==> config.mk <==
export PLATFORM = sky130hd
export DESIGN_NAME = twa_arbiter
export DESIGN_NICKNAME = d
export VERILOG_FILES = /design/src/twa_pkg.sv /design/src/twa_arbiter.sv /design/src/twa_sync.sv
export SDC_FILE = /design/constraint.sdc
export NUM_CORES = 1
export LEC_CHECK = 0
export BUFFER_PORTS_ARGS = -buffer_cell sky130_fd_sc_hd__buf_4
export CORE_MARGIN = 1
export CORE_UTILIZATION = 50
export CTS_CLUSTER_SIZE = 8
export DETAILED_ROUTE_END_ITERATION = 10
export GPL_TIMING_DRIVEN = 0
export PLACE_DENSITY = 0.85
export SLEW_MARGIN = 30
export SYNTH_ARGS = -nofsm -noshare
export SYNTH_HDL_FRONTEND = slang
export SYNTH_SLANG_ARGS = --single-unit
==> constraint.sdc <==
create_clock -name clk -period 4.5 [get_ports clk]
set_input_delay 0.45 -clock clk [delete_from_list [all_inputs] [get_ports clk]]
set_output_delay 0.45 -clock clk [all_outputs]
set_load 0.03 [all_outputs]
==> src/twa_pkg.sv <==
// constants and types for the three-wire arbiter and external master decode
package twa_pkg;
  // ownership states, codes written out
  typedef enum logic [1:0] {
    TWA_RESET = 2'b00,
    TWA_IMPLICIT = 2'b01,
    TWA_EXPLICIT = 2'b10,
    TWA_EM_OWN = 2'b11
  } twa_own_t;
  // external master transfer sequence
  typedef enum logic [2:0] {
    TWA_EM_IDLE = 3'b000,
    TWA_EM_DECODE = 3'b001,
    TWA_EM_WAIT = 3'b010,
    TWA_EM_ACK = 3'b011,
    TWA_EM_RELEASE = 3'b100
  } twa_em_t;
  localparam int TWA_ADDR_W = 28;
  localparam int TWA_UPPER_LSB = 24;
  localparam int TWA_NUM_CS = 8;
  localparam int TWA_NUM_WE = 4;
  localparam int TWA_NUM_RAS = 2;
  localparam int TWA_NUM_CAS = 4;
  localparam int TWA_WS_W = 4;
  localparam int TWA_SIZE_W = 2;
  localparam logic [3:0] TWA_UPPER_ZERO = 4'h0;
  localparam logic [TWA_WS_W-1:0] TWA_WS_ZERO = 4'h0;
  localparam logic [TWA_WS_W-1:0] TWA_WS_ONE = 4'h1;
  // size encodings used for byte lanes
  localparam logic [1:0] TWA_SIZE_LONG = 2'h0;
  localparam logic [1:0] TWA_SIZE_BYTE = 2'h1;
  localparam logic [1:0] TWA_SIZE_WORD = 2'h2;
  localparam logic [1:0] TWA_SIZE_LINE = 2'h3;
endpackage

==> src/twa_arbiter.sv <==
// bus ownership state machine and external master memory control decode
// How it works
// RULE1 - four states set ownership, drive, bus-driven
// RULE2 - reset input or watchdog forces reset state
// RULE3 - leave reset to implicit if granted, else external
// RULE4 - external state: no bus drive, strobes allowed
// RULE5 - implicit: three-stated until request or lock
// RULE6 - explicit when granted and cycle or lock
// RULE7 - explicit held while grant stays asserted
// RULE8 - grant gone, no lock: finish cycle, release
// RULE9 - end of cycle: any termination, bursts included
// RULE10 - request output registered while grant, driven negated
// RULE11 - arbiter grants only after previous master releases
// RULE12 - own transfer may start cycle after grant
// RULE13 - watch external transfers, drive selects and ack
// RULE14 - external masters issue aligned transfers only
// RULE15 - capture address, direction, size at start edge
// RULE16 - upper address zero when pins repurposed
// RULE17 - ignore type, modifier and mask attribute bits
// RULE18 - system gates start when decode unwanted
// RULE19 - chip select hit asserts select, strobes, ack
// RULE20 - never drive address for select/default accesses
// RULE21 - dram hit: row, column, write, ack, address
// RULE22 - default memory acks after programmed wait states
// RULE23 - one decode clock before wait counter starts
// RULE24 - negate ack, then three-state next edge
module twa_arbiter (
  input wire logic clk,
  input wire logic rstn,
  input wire logic reset_input_n, // external reset pin
  input wire logic watchdog_reset, // software watchdog reset, same clock
  input wire logic bus_grant_in_n, // grant pin from arbiter
  input wire logic bus_lock, // lock bit from system_config_reg
  input wire logic core_bus_req, // core needs bus for operand transfer
  input wire logic cycle_active, // own bus cycle in progress
  input wire logic cycle_end, // own cycle terminated, normal or error
  input wire logic transfer_start_n, // start pin, external master
  input wire logic [twa_pkg::TWA_ADDR_W-1:0] ext_addr, // address pins
  input wire logic ext_read, // direction pin, high for read
  input wire logic [twa_pkg::TWA_SIZE_W-1:0] transfer_size, // size pins
  input wire logic [1:0] transfer_type_code, // not examined
  input wire logic access_type_modifier, // not examined
  input wire logic upper_addr_pins_are_addr, // upper pins used as address
  input wire logic [twa_pkg::TWA_NUM_CS-1:0] cs_hit, // per-select address match
  input wire logic [twa_pkg::TWA_NUM_CS-1:0] cs_rd_en, // per-select read enable
  input wire logic [twa_pkg::TWA_NUM_CS-1:0] cs_wr_en, // per-select write enable
  input wire logic [twa_pkg::TWA_NUM_CS-1:0] cs_auto_ack, // chip_select_control_reg auto-ack
  input wire logic [twa_pkg::TWA_NUM_CS*twa_pkg::TWA_WS_W-1:0] cs_wait_states, // per-select wait states
  input wire logic [twa_pkg::TWA_NUM_RAS-1:0] dram_hit, // per-bank match
  input wire logic [twa_pkg::TWA_NUM_RAS-1:0] dram_rd_en, // per-bank read enable
  input wire logic [twa_pkg::TWA_NUM_RAS-1:0] dram_wr_en, // per-bank write enable
  input wire logic dram_addr_drive_enable, // bit of dram_controller_control_reg
  input wire logic [twa_pkg::TWA_WS_W-1:0] dram_wait_states, // dram access wait states
  input wire logic ext_master_auto_ack, // bit of default_memory_control_reg
  input wire logic [twa_pkg::TWA_WS_W-1:0] wait_state_count, // default memory wait states
  output twa_pkg::twa_own_t own_state, // current ownership state
  output logic bus_request_out_n, // request pin
  output logic bus_driven_out_n, // bus-driven pin
  output logic bus_drive_en, // enable for address, data, start, direction, size
  output logic [twa_pkg::TWA_NUM_CS-1:0] chip_select_n,
  output logic [twa_pkg::TWA_NUM_WE-1:0] write_enable_n,
  output logic [twa_pkg::TWA_NUM_RAS-1:0] row_strobe_n,
  output logic [twa_pkg::TWA_NUM_CAS-1:0] col_strobe_n,
  output logic dram_write_n,
  output logic dram_addr_oe, // drive dram address during external access
  output logic transfer_ack_n_o, // ack pin output value
  output logic transfer_ack_n_oe, // ack pin output enable
  output logic [twa_pkg::TWA_ADDR_W-1:0] em_addr // captured external address
);
  import twa_pkg::*;

  // synchronised pins: reset, grant, start
  logic [2:0] pin_raw, pin_sync; // raw pins and their synchronised copies
  logic rst_pin_n, grant_n, start_n; // synchronised reset, grant, start
  assign pin_raw = {reset_input_n, bus_grant_in_n, transfer_start_n};
  assign rst_pin_n = pin_sync[2];
  assign grant_n = pin_sync[1];
  assign start_n = pin_sync[0];
  // all three pins idle high, so flops reset to ones
  twa_sync #(.W(3)) u_pin_sync (
    .clk(clk),
    .rstn(rstn),
    .d(pin_raw),
    .q(pin_sync)
  );

  // ownership state machine
  twa_own_t next_own_state;
  logic next_bus_request_out_n, next_bus_driven_out_n, next_bus_drive_en;
  logic any_reset, granted; // either reset source; synchronised grant asserted
  assign any_reset = !rst_pin_n || watchdog_reset;
  assign granted = !grant_n;

  // next ownership state
  always_comb begin
    next_own_state = own_state;
    // RULE2 any reset wins
    if (any_reset) begin
      next_own_state = TWA_RESET;
    end else begin
      case (own_state)
        // RULE3 leave on grant level
        TWA_RESET: next_own_state = granted ? TWA_IMPLICIT : TWA_EM_OWN;
        // RULE5 idle owner waits for request or lock
        TWA_IMPLICIT: begin
          if (!granted) begin
            next_own_state = TWA_EM_OWN;
          end else if (bus_lock || core_bus_req) begin
            // RULE12 transfer begins the cycle after grant
            next_own_state = TWA_EXPLICIT;
          end
        end
        TWA_EXPLICIT: begin
          // RULE7 grant held keeps explicit
          if (granted || bus_lock) begin
            next_own_state = TWA_EXPLICIT;
          // RULE8 RULE9 release once idle or terminated
          end else if (!cycle_active || cycle_end) begin
            next_own_state = TWA_EM_OWN;
          end
        end
        TWA_EM_OWN: begin
          if (granted) begin
            // RULE6 cycle or lock means explicit
            next_own_state = (bus_lock || core_bus_req) ? TWA_EXPLICIT : TWA_IMPLICIT;
          end
        end
        default: next_own_state = TWA_RESET;
      endcase
    end
    // RULE1 drive and bus-driven follow the state
    next_bus_driven_out_n = (next_own_state != TWA_EXPLICIT);
    // RULE4 only explicit drives the shared bus
    next_bus_drive_en = (next_own_state == TWA_EXPLICIT);
    // RULE10 request tracks core only while both negated
    next_bus_request_out_n = bus_request_out_n;
    if (any_reset) begin
      next_bus_request_out_n = 1'b1;
    end else if (grant_n && bus_driven_out_n) begin
      next_bus_request_out_n = !core_bus_req;
    end
  end

  // ownership registers
  always_ff @(posedge clk or negedge rstn) begin
    if (!rstn) begin
      own_state <= TWA_RESET;
      bus_driven_out_n <= 1'b1;
      bus_drive_en <= 1'b0;
      bus_request_out_n <= 1'b1;
    end else begin
      own_state <= next_own_state;
      bus_driven_out_n <= next_bus_driven_out_n;
      bus_drive_en <= next_bus_drive_en;
      bus_request_out_n <= next_bus_request_out_n;
    end
  end

  // external master transfer sequence
  twa_em_t em_state, next_em_state;
  logic [TWA_ADDR_W-1:0] next_em_addr;
  logic em_read, next_em_read; // captured direction, high for read
  logic [TWA_SIZE_W-1:0] em_size, next_em_size; // captured size
  logic [TWA_WS_W-1:0] ws_cnt, next_ws_cnt, cs_ws; // wait counter and selected load
  logic [TWA_NUM_CS-1:0] next_chip_select_n, cs_sel;
  logic [TWA_NUM_WE-1:0] next_write_enable_n, lanes;
  logic [TWA_NUM_RAS-1:0] next_row_strobe_n, dram_sel;
  logic [TWA_NUM_CAS-1:0] next_col_strobe_n;
  logic next_dram_write_n, next_dram_addr_oe;
  logic next_ack_n_o, next_ack_n_oe;
  logic ack_armed, next_ack_armed; // ack will be given for this transfer
  logic cs_ack, ext_start;

  // RULE13 decode only while another master owns the bus
  assign ext_start = !start_n && (own_state == TWA_EM_OWN);

  // per-select qualification; RULE17 attribute and mask bits unused
  genvar gi;
  for (gi = 0; gi < TWA_NUM_CS; gi++) begin : g_cs
    assign cs_sel[gi] = cs_hit[gi] && (em_read ? cs_rd_en[gi] : cs_wr_en[gi]);
  end
  // per-bank qualification by direction
  for (gi = 0; gi < TWA_NUM_RAS; gi++) begin : g_dram
    assign dram_sel[gi] = dram_hit[gi] && (em_read ? dram_rd_en[gi] : dram_wr_en[gi]);
  end

  // pick lowest hit select's wait states and ack enable
  always_comb begin
    cs_ws = TWA_WS_ZERO;
    cs_ack = 1'b0;
    for (int i = TWA_NUM_CS - 1; i >= 0; i--) begin
      if (cs_sel[i]) begin
        cs_ws = cs_wait_states[i*TWA_WS_W +: TWA_WS_W];
        cs_ack = cs_auto_ack[i];
      end
    end
  end

  // byte lanes from size and low address; RULE14 aligned assumed
  always_comb begin
    case (em_size)
      TWA_SIZE_BYTE: lanes = 4'(4'h1 << em_addr[1:0]);
      TWA_SIZE_WORD: lanes = em_addr[1] ? 4'hC : 4'h3;
      default: lanes = 4'hF;
    endcase
  end

  // next values of the transfer sequence
  always_comb begin
    next_em_state = em_state;
    next_em_addr = em_addr;
    next_em_read = em_read;
    next_em_size = em_size;
    next_ws_cnt = ws_cnt;
    next_chip_select_n = chip_select_n;
    next_write_enable_n = write_enable_n;
    next_row_strobe_n = row_strobe_n;
    next_col_strobe_n = col_strobe_n;
    next_dram_write_n = dram_write_n;
    next_dram_addr_oe = dram_addr_oe;
    next_ack_n_o = transfer_ack_n_o;
    next_ack_n_oe = transfer_ack_n_oe;
    next_ack_armed = ack_armed;
    case (em_state)
      TWA_EM_IDLE: begin
        if (ext_start) begin
          // RULE15 capture address, direction, size
          next_em_addr = ext_addr;
          // RULE16 upper bits zero when pins repurposed
          if (!upper_addr_pins_are_addr) begin
            next_em_addr[TWA_ADDR_W-1:TWA_UPPER_LSB] = TWA_UPPER_ZERO;
          end
          next_em_read = ext_read;
          next_em_size = transfer_size;
          // RULE23 one clock spent decoding
          next_em_state = TWA_EM_DECODE;
        end
      end
      TWA_EM_DECODE: begin
        next_em_state = TWA_EM_WAIT;
        // RULE19 select hit asserts select and strobes
        if (|cs_sel) begin
          next_chip_select_n = ~cs_sel;
          next_write_enable_n = em_read ? 4'hF : ~lanes;
          next_ws_cnt = cs_ws;
          next_ack_armed = cs_ack;
        // RULE21 dram hit asserts row, column, write
        end else if (|dram_sel) begin
          next_row_strobe_n = ~dram_sel;
          next_col_strobe_n = ~lanes;
          next_dram_write_n = em_read;
          next_dram_addr_oe = dram_addr_drive_enable;
          next_ws_cnt = dram_wait_states;
          next_ack_armed = 1'b1;
        // RULE22 default memory uses its own ack bit
        end else begin
          next_ws_cnt = wait_state_count;
          next_ack_armed = ext_master_auto_ack;
        end
        // RULE20 address stays with the external master
        if (next_ack_armed) begin
          next_ack_n_oe = 1'b1;
          next_ack_n_o = (next_ws_cnt != TWA_WS_ZERO);
          next_em_state = (next_ws_cnt == TWA_WS_ZERO) ? TWA_EM_ACK : TWA_EM_WAIT;
        end
      end
      TWA_EM_WAIT: begin
        // wait counter runs; without ack we hold until start again or reset
        if (!ack_armed) begin
          next_em_state = ext_start ? TWA_EM_RELEASE : TWA_EM_WAIT;
        end else if (ws_cnt == TWA_WS_ONE) begin
          next_ws_cnt = TWA_WS_ZERO;
          next_ack_n_o = 1'b0;
          next_em_state = TWA_EM_ACK;
        end else begin
          next_ws_cnt = 4'(ws_cnt - TWA_WS_ONE);
        end
      end
      TWA_EM_ACK: begin
        // RULE24 negate ack, release strobes
        next_ack_n_o = 1'b1;
        next_em_state = TWA_EM_RELEASE;
      end
      TWA_EM_RELEASE: begin
        // RULE24 three-state ack next edge
        next_ack_n_oe = 1'b0;
        next_ack_armed = 1'b0;
        next_em_state = TWA_EM_IDLE;
      end
      default: next_em_state = TWA_EM_IDLE;
    endcase
    // strobes drop as the ack is negated
    if (em_state == TWA_EM_ACK || em_state == TWA_EM_RELEASE) begin
      next_chip_select_n = '1;
      next_write_enable_n = '1;
      next_row_strobe_n = '1;
      next_col_strobe_n = '1;
      next_dram_write_n = 1'b1;
      next_dram_addr_oe = 1'b0;
    end
  end

  // transfer sequence registers
  always_ff @(posedge clk or negedge rstn) begin
    if (!rstn) begin
      em_state <= TWA_EM_IDLE;
      em_addr <= '0;
      em_read <= 1'b1;
      em_size <= TWA_SIZE_LONG;
      ws_cnt <= TWA_WS_ZERO;
      chip_select_n <= '1;
      write_enable_n <= '1;
      row_strobe_n <= '1;
      col_strobe_n <= '1;
      dram_write_n <= 1'b1;
      dram_addr_oe <= 1'b0;
      transfer_ack_n_o <= 1'b1;
      transfer_ack_n_oe <= 1'b0;
      ack_armed <= 1'b0;
    end else begin
      em_state <= next_em_state;
      em_addr <= next_em_addr;
      em_read <= next_em_read;
      em_size <= next_em_size;
      ws_cnt <= next_ws_cnt;
      chip_select_n <= next_chip_select_n;
      write_enable_n <= next_write_enable_n;
      row_strobe_n <= next_row_strobe_n;
      col_strobe_n <= next_col_strobe_n;
      dram_write_n <= next_dram_write_n;
      dram_addr_oe <= next_dram_addr_oe;
      transfer_ack_n_o <= next_ack_n_o;
      transfer_ack_n_oe <= next_ack_n_oe;
      ack_armed <= next_ack_armed;
    end
  end
endmodule

==> src/twa_sync.sv <==
// two-flop synchroniser, one per bit
module twa_sync #(
  parameter int W = 1
) (
  input wire logic clk,
  input wire logic rstn,
  input wire logic [W-1:0] d,
  output logic [W-1:0] q
);
  logic [W-1:0] meta;
  logic [W-1:0] next_meta;
  logic [W-1:0] next_q;
  // first stage feeds only the second stage
  always_comb begin
    next_meta = d;
    next_q = meta;
  end
  // both stages reset to ones: every synchronised pin idles high
  always_ff @(posedge clk or negedge rstn) begin
    if (!rstn) begin
      meta <= '1;
      q <= '1;
    end else begin
      meta <= next_meta;
      q <= next_q;
    end
  end
endmodule

-- Word level (Yosys, flattened, before mapping)
Cells that the tools add are included.
- add/sub/neg operators: 1
- multipliers: 0
- divide/modulo/power cells: 0
- magnitude comparators: 0
- equality and inequality tests: 18
- shift-type cells: 1
- muxes and demuxes: 86
- bitwise logic cells: 3
- reduce and logical (&&, ||, !) cells: 42
- operators by type and width (cell ; count):
    $mux 4 ; 23
    $mux 1 ; 37
    $mux 2 ; 12
    $mux 8 ; 3
    $pmux 4 s2 ; 2
    $logic_and 1x1->1 ; 12
    $mux 3 ; 4
    $pmux 3 s4 ; 1
    $reduce_bool 2->1 ; 6
    $ne 2x2->1 const B ; 5
    $reduce_and 2->1 ; 5
    $eq 2x2->1 const B ; 4
    $not 8->8 ; 1
    $pmux 2 s4 ; 1
    $reduce_or 8->1 ; 1
    $eq 3x2->1 const B ; 2
    $logic_not 1->1 ; 5
    $logic_or 1x1->1 ; 5
    $eq 2x1->1 const B ; 2
    $eq 4x1->1 const B ; 1
    $logic_not 4->1 ; 1
    $not 4->4 ; 1
    $pmux 1 s2 ; 2
    $reduce_and 4->1 ; 1
    14 further kinds ; 14
- bits in registers: 72
- bits in latches: 0
- bits in writable memories: 0
- ROM bits: 0
- output and inout port bits: 55
- word-level logic and storage cells: 171
- memories kept: 0

-- Longest topological paths before layout
- depth after elaboration: 16
- mapped depth: 10
- mapped depth without buffers: 7

-- By module
Synthesis repeated with hierarchy kept, for this count alone.
- cell total of the unflattened synthesis: 369
- area, all modules: 3793.6 um2
- modules (own cells, without submodules) (module ; instances ; cells an instance ; area each (um2)):
    twa_arbiter ; 1 ; 363 ; 3636.0
    twa_sync ; 1 ; 6 ; 157.7

-- Least setup slack after synthesis
No wires, ideal clock.
- path type: flip-flop to flip-flop
- start: reg em_read
- end: reg em_state[0]
- setup time: 119 ps
- data arrival time: 2157 ps
- required time: 4381 ps
- path slack: 2225 ps
- stages on the path, launching flop included: 9
- buffers on the path: 1
- clock period less this slack: 2275 ps
- cells stage by stage: dfstp_2 buf_6 mux2_4 and2_4 o311a_4 o311ai_1 o2111ai_1 and4_1 a21bo_1
- word-level cells in the longest chain between the ends: 16
- elaborated cells between the ends (all ways): 48
- RTL lines (element ; line ; text):
    start, declared ; twa_arbiter.sv:162 ; logic em_read, next_em_read;
    start signal, assigned ; twa_arbiter.sv:323 ; em_read <= next_em_read;
    $mux 1 ; twa_arbiter.sv:180 ; assign cs_sel[gi] = cs_hit[gi] && (em_read ? cs_rd_en[gi] : cs_wr_en[gi]);
    $logic_and 1x1->1 ; twa_arbiter.sv:180 ;
    $mux 4 (8 in series) ; twa_arbiter.sv:192 ; if (cs_sel[i]) begin
    $mux 4 ; twa_arbiter.sv:242 ; if (|cs_sel) begin
    $mux 4 ; twa_arbiter.sv:224 ; case (em_state)
    $logic_not 4->1 ; twa_arbiter.sv:264 ; next_em_state = (next_ws_cnt == TWA_WS_ZERO) ? TWA_EM_ACK : TWA_EM_WAIT;
    $mux 1 ; twa_arbiter.sv:264 ;
    $mux 1 * ; twa_arbiter.sv:261 ; if (next_ack_armed) begin
    $pmux 3 s4 * ; twa_arbiter.sv:224 ;
    end signal, assigned ; twa_arbiter.sv:321 ; em_state <= next_em_state;
    end, declared ; twa_arbiter.sv:160 ; twa_em_t em_state, next_em_state;
Every way passes the cells marked *; elsewhere a longest branch is shown, timed or not. The select of a mux whose other input is x is not followed.
A chain may end at the register's enable or synchronous reset.

-- Worst setup path in the final report
Same ends and word-level chain as after synthesis.

==> results.json <==
{
  "status": "completed",
  "yosysTopAreaCell": "dfrtp_1",
  "clock_skew_ns": 0.0110,
  "fin_crit_ns": 2.58,
  "critPathRequiredTime_ns": 4.73,
  "coreArea_mm2": 0.00729,
  "drc": 0,
  "drt_wl_total_um": 10600,
  "regArea_mm2": 0.00184,
  "synth_ff_type": "dfrtp_1",
  "p_leak_nw": 2.58,
  "final_hold_viol_count": 0,
  "die-area_mm2": 0.00790,
  "ff2ff_setup_slack_ns": 1.92,
  "r2r.worst_path.cells": 9,
  "hold_class": "input pin to async pin",
  "relSlewSlack": 0.576,
  "num-fill-cells": 523,
  "syn_to_final_growth_pct": 43.4,
  "cts_inserted_buffers": 9,
  "syn_area_mm2": 0.00377,
  "num_rows": 31,
  "synthTopCellsByCount": "dfrtp_1, nor2_1, mux2_2",
  "syn-num-nets": 492,
  "setup_viol": 0,
  "post_cts.repair.setup_buffers": 0,
  "path_clk_slew_ns": 0.08,
  "worst-endpoint-arrival_ns": 2.80,
  "ant_nets": 0,
  "viasPerCell": 5.47,
  "synth.most_common_cell": "dfrtp_1",
  "cpMostUsedCell": "buf_6",
  "max_slew.worst_pin.slew_ns": 0.636,
  "wl_per_cell_um": 16.1,
  "cts_tree": "done",
  "period_share": 0.573,
  "yosys_warnings": 0,
  "grt_pass1_wl_um": 16200,
  "crit_path_start_kind": "flip-flop",
  "finalWorstSetupSlack_ns": 1.92,
  "max_stage_delay_ns": 0.60,
  "ys_seq_area_frac": 0.487,
  "clock_path_buffers": 2,
  "place_worst_setup_slack_ns": 1.99,
  "rsz0062_at_grt": "false",
  "start_util": 0.518,
  "cts_resized": 0,
  "endpoint_kind": "flip-flop",
  "slowest_stage": "dfstp_2",
  "nets": 679,
  "synth_top_area_frac": 0.285,
  "fin_setup_tns_ns": 0,
  "htreeDepth": 3,
  "place_hpwl_um": 8370,
  "path_class": "flip-flop to flip-flop",
  "die_h_um": 88.9,
  "synthArstFlopShare": 1.00,
  "synth.avg_cell_area_um2": 10.4,
  "yosysUniqueCellTypes": 56,
  "gp_congestion": 0.944,
  "firstDrtPassIters": 4,
  "die_w_um": 88.9,
  "path_cells": "buf_6, mux2_4, and2_4, buf_6, o31ai_1, a221o_1, nand3_2, and4_1, a21bo_1",
  "grtUsageTotal": 0.275,
  "crit_fanout": 10,
  "root_buffer": "clkbuf_8",
  "peakVddDrop_mv": 0.427,
  "synth_edf_count": 0,
  "drive_above_1_share": 0.490,
  "syn_inst": 363,
  "max_cap_viol_count": 0,
  "max_freq_mhz": 388,
  "portBuffers": 176,
  "diodes": 0,
  "grt_pass1_vias": 3561,
  "gr-total-overflow": 0,
  "powerDensity_mw_per_mm2": 570,
  "cts_hold_buf": 0,
  "clkLatencyLatePin_ns": 0.34,
  "multi_input_area_mm2": 0.00177,
  "vias": 3577,
  "grt_max_degree": 73,
  "antenna_found_initial": 0,
  "ys_ff_latch": 72,
  "drtIter0Drc": 239,
  "synth_area_leaders": "dfrtp_1, dfstp_2, mux2_2",
  "numClockSinks": 72,
  "drv_slew": 0,
  "pin_count": 180
}
-- stage by stage --
step                      instance area (um^2)   util  hold WS [ns]  instances  power [mW]
final                                     5410  0.742         0.104        654        3.09
after global routing                      5410  0.742         0.158        654        3.26
after global placement                    5220  0.716         0.345        638        2.55
after CTS                                 5410  0.741         0.200        654        3.10
after detailed placement                  5220  0.716         0.348        638        2.61
after floorplan                           3770      -         0.154        363        2.05
-- cell usage in the layout (no fill, tap or decap), types with 6 or more instances in the layout --
master / instances
buf_4: 176
dfrtp_1: 43
nor2_1: 38
mux2_2: 35
nand2_1: 33
dfstp_2: 29
inv_1: 20
o21ai_0: 14
a21oi_1: 13
a31oi_1: 13
clkbuf_1: 11
clkbuf_8: 10
mux2i_1: 9
nor2b_1: 8
and2_1: 6
-- logic make-up (layout without fill, tap and decap cells) --
group | after synthesis | count (layout) | share of synthesized area
and+or+nand+nor | 110 | 110 | 0.136
DFF | 72 | 72 | 0.487
muxes | 45 | 45 | 0.132
AOI/OAI and AO/OA | 95 | 95 | 0.186
buffers and inverters | 37 | 229 | 0.0451
adders and majority gates | 4 | 4 | 0.0133
-- sequential cells by signal (all words and copies together) (netlist names), 2 cells and up --
| register | flops |
|---|---|
| em_addr | 28 |
| chip_select_n | 8 |
| col_strobe_n | 4 |
| write_enable_n | 4 |
| ws_cnt | 4 |
| em_state | 3 |
| u_pin_sync.meta | 3 |
| u_pin_sync.q | 3 |
| em_size | 2 |
| own_state | 2 |
| row_strobe_n | 2 |
-- worst paths after layout --
check | from | to
setup / recovery | em_read$_DFFE_PN1P_ | em_state[0]$_DFFE_PN0P_
hold / removal | rstn | bus_drive_en$_DFF_PN0_
setup reg to reg | em_read$_DFFE_PN1P_ | em_state[0]$_DFFE_PN0P_
hold reg to reg | u_pin_sync.meta[2]$_DFF_PN1_ | u_pin_sync.q[2]$_DFF_PN1_
max in group asynchronous | rstn | em_state[0]$_DFFE_PN0P_
min in group clk | reset_input_n | u_pin_sync.meta[2]$_DFF_PN1_
-- critical path: cells and delay by family (launching register included) --
kind	cells	cell delay (ns)
AOI/OAI and AO/OA	3	0.70
DFF	1	0.60
and+or+nand+nor	3	0.51
buffers and inverters	2	0.33
muxes	1	0.33
-- layer usage --
| metal | GRT usage | share of wire | up-vias |
|---|---|---|---|
| li1 | - | - | 1679 |
| met1 | 0.305 | 0.38 | 1670 |
| met2 | 0.470 | 0.48 | 192 |
| met3 | 0.0886 | 0.10 | 36 |
| met4 | 0.148 | 0.044 | 0 |
| met5 | 0 | 0 | - |
-- where the power goes --
group / internal (mW) / switching [mW] / leakage (nW)
clock network: 0.250 / 0.235 / 0.0958
registers: 0.930 / 0.150 / 0.808
logic: 0.642 / 0.880 / 1.68
-- layout make-up --
cell class / count / area share
clock buffers: 14 / 0.0321
plain buffers: 17 / 0.0176
repair buffers: 176 / 0.245
multi-input cells: 254 / 0.326
well taps: 99 / 0.0229
inverters: 20 / 0.0139
clock inverters: 2 / 0.00254
flip-flops and latches: 72 / 0.340
Power figures use the tool's default switching activity.
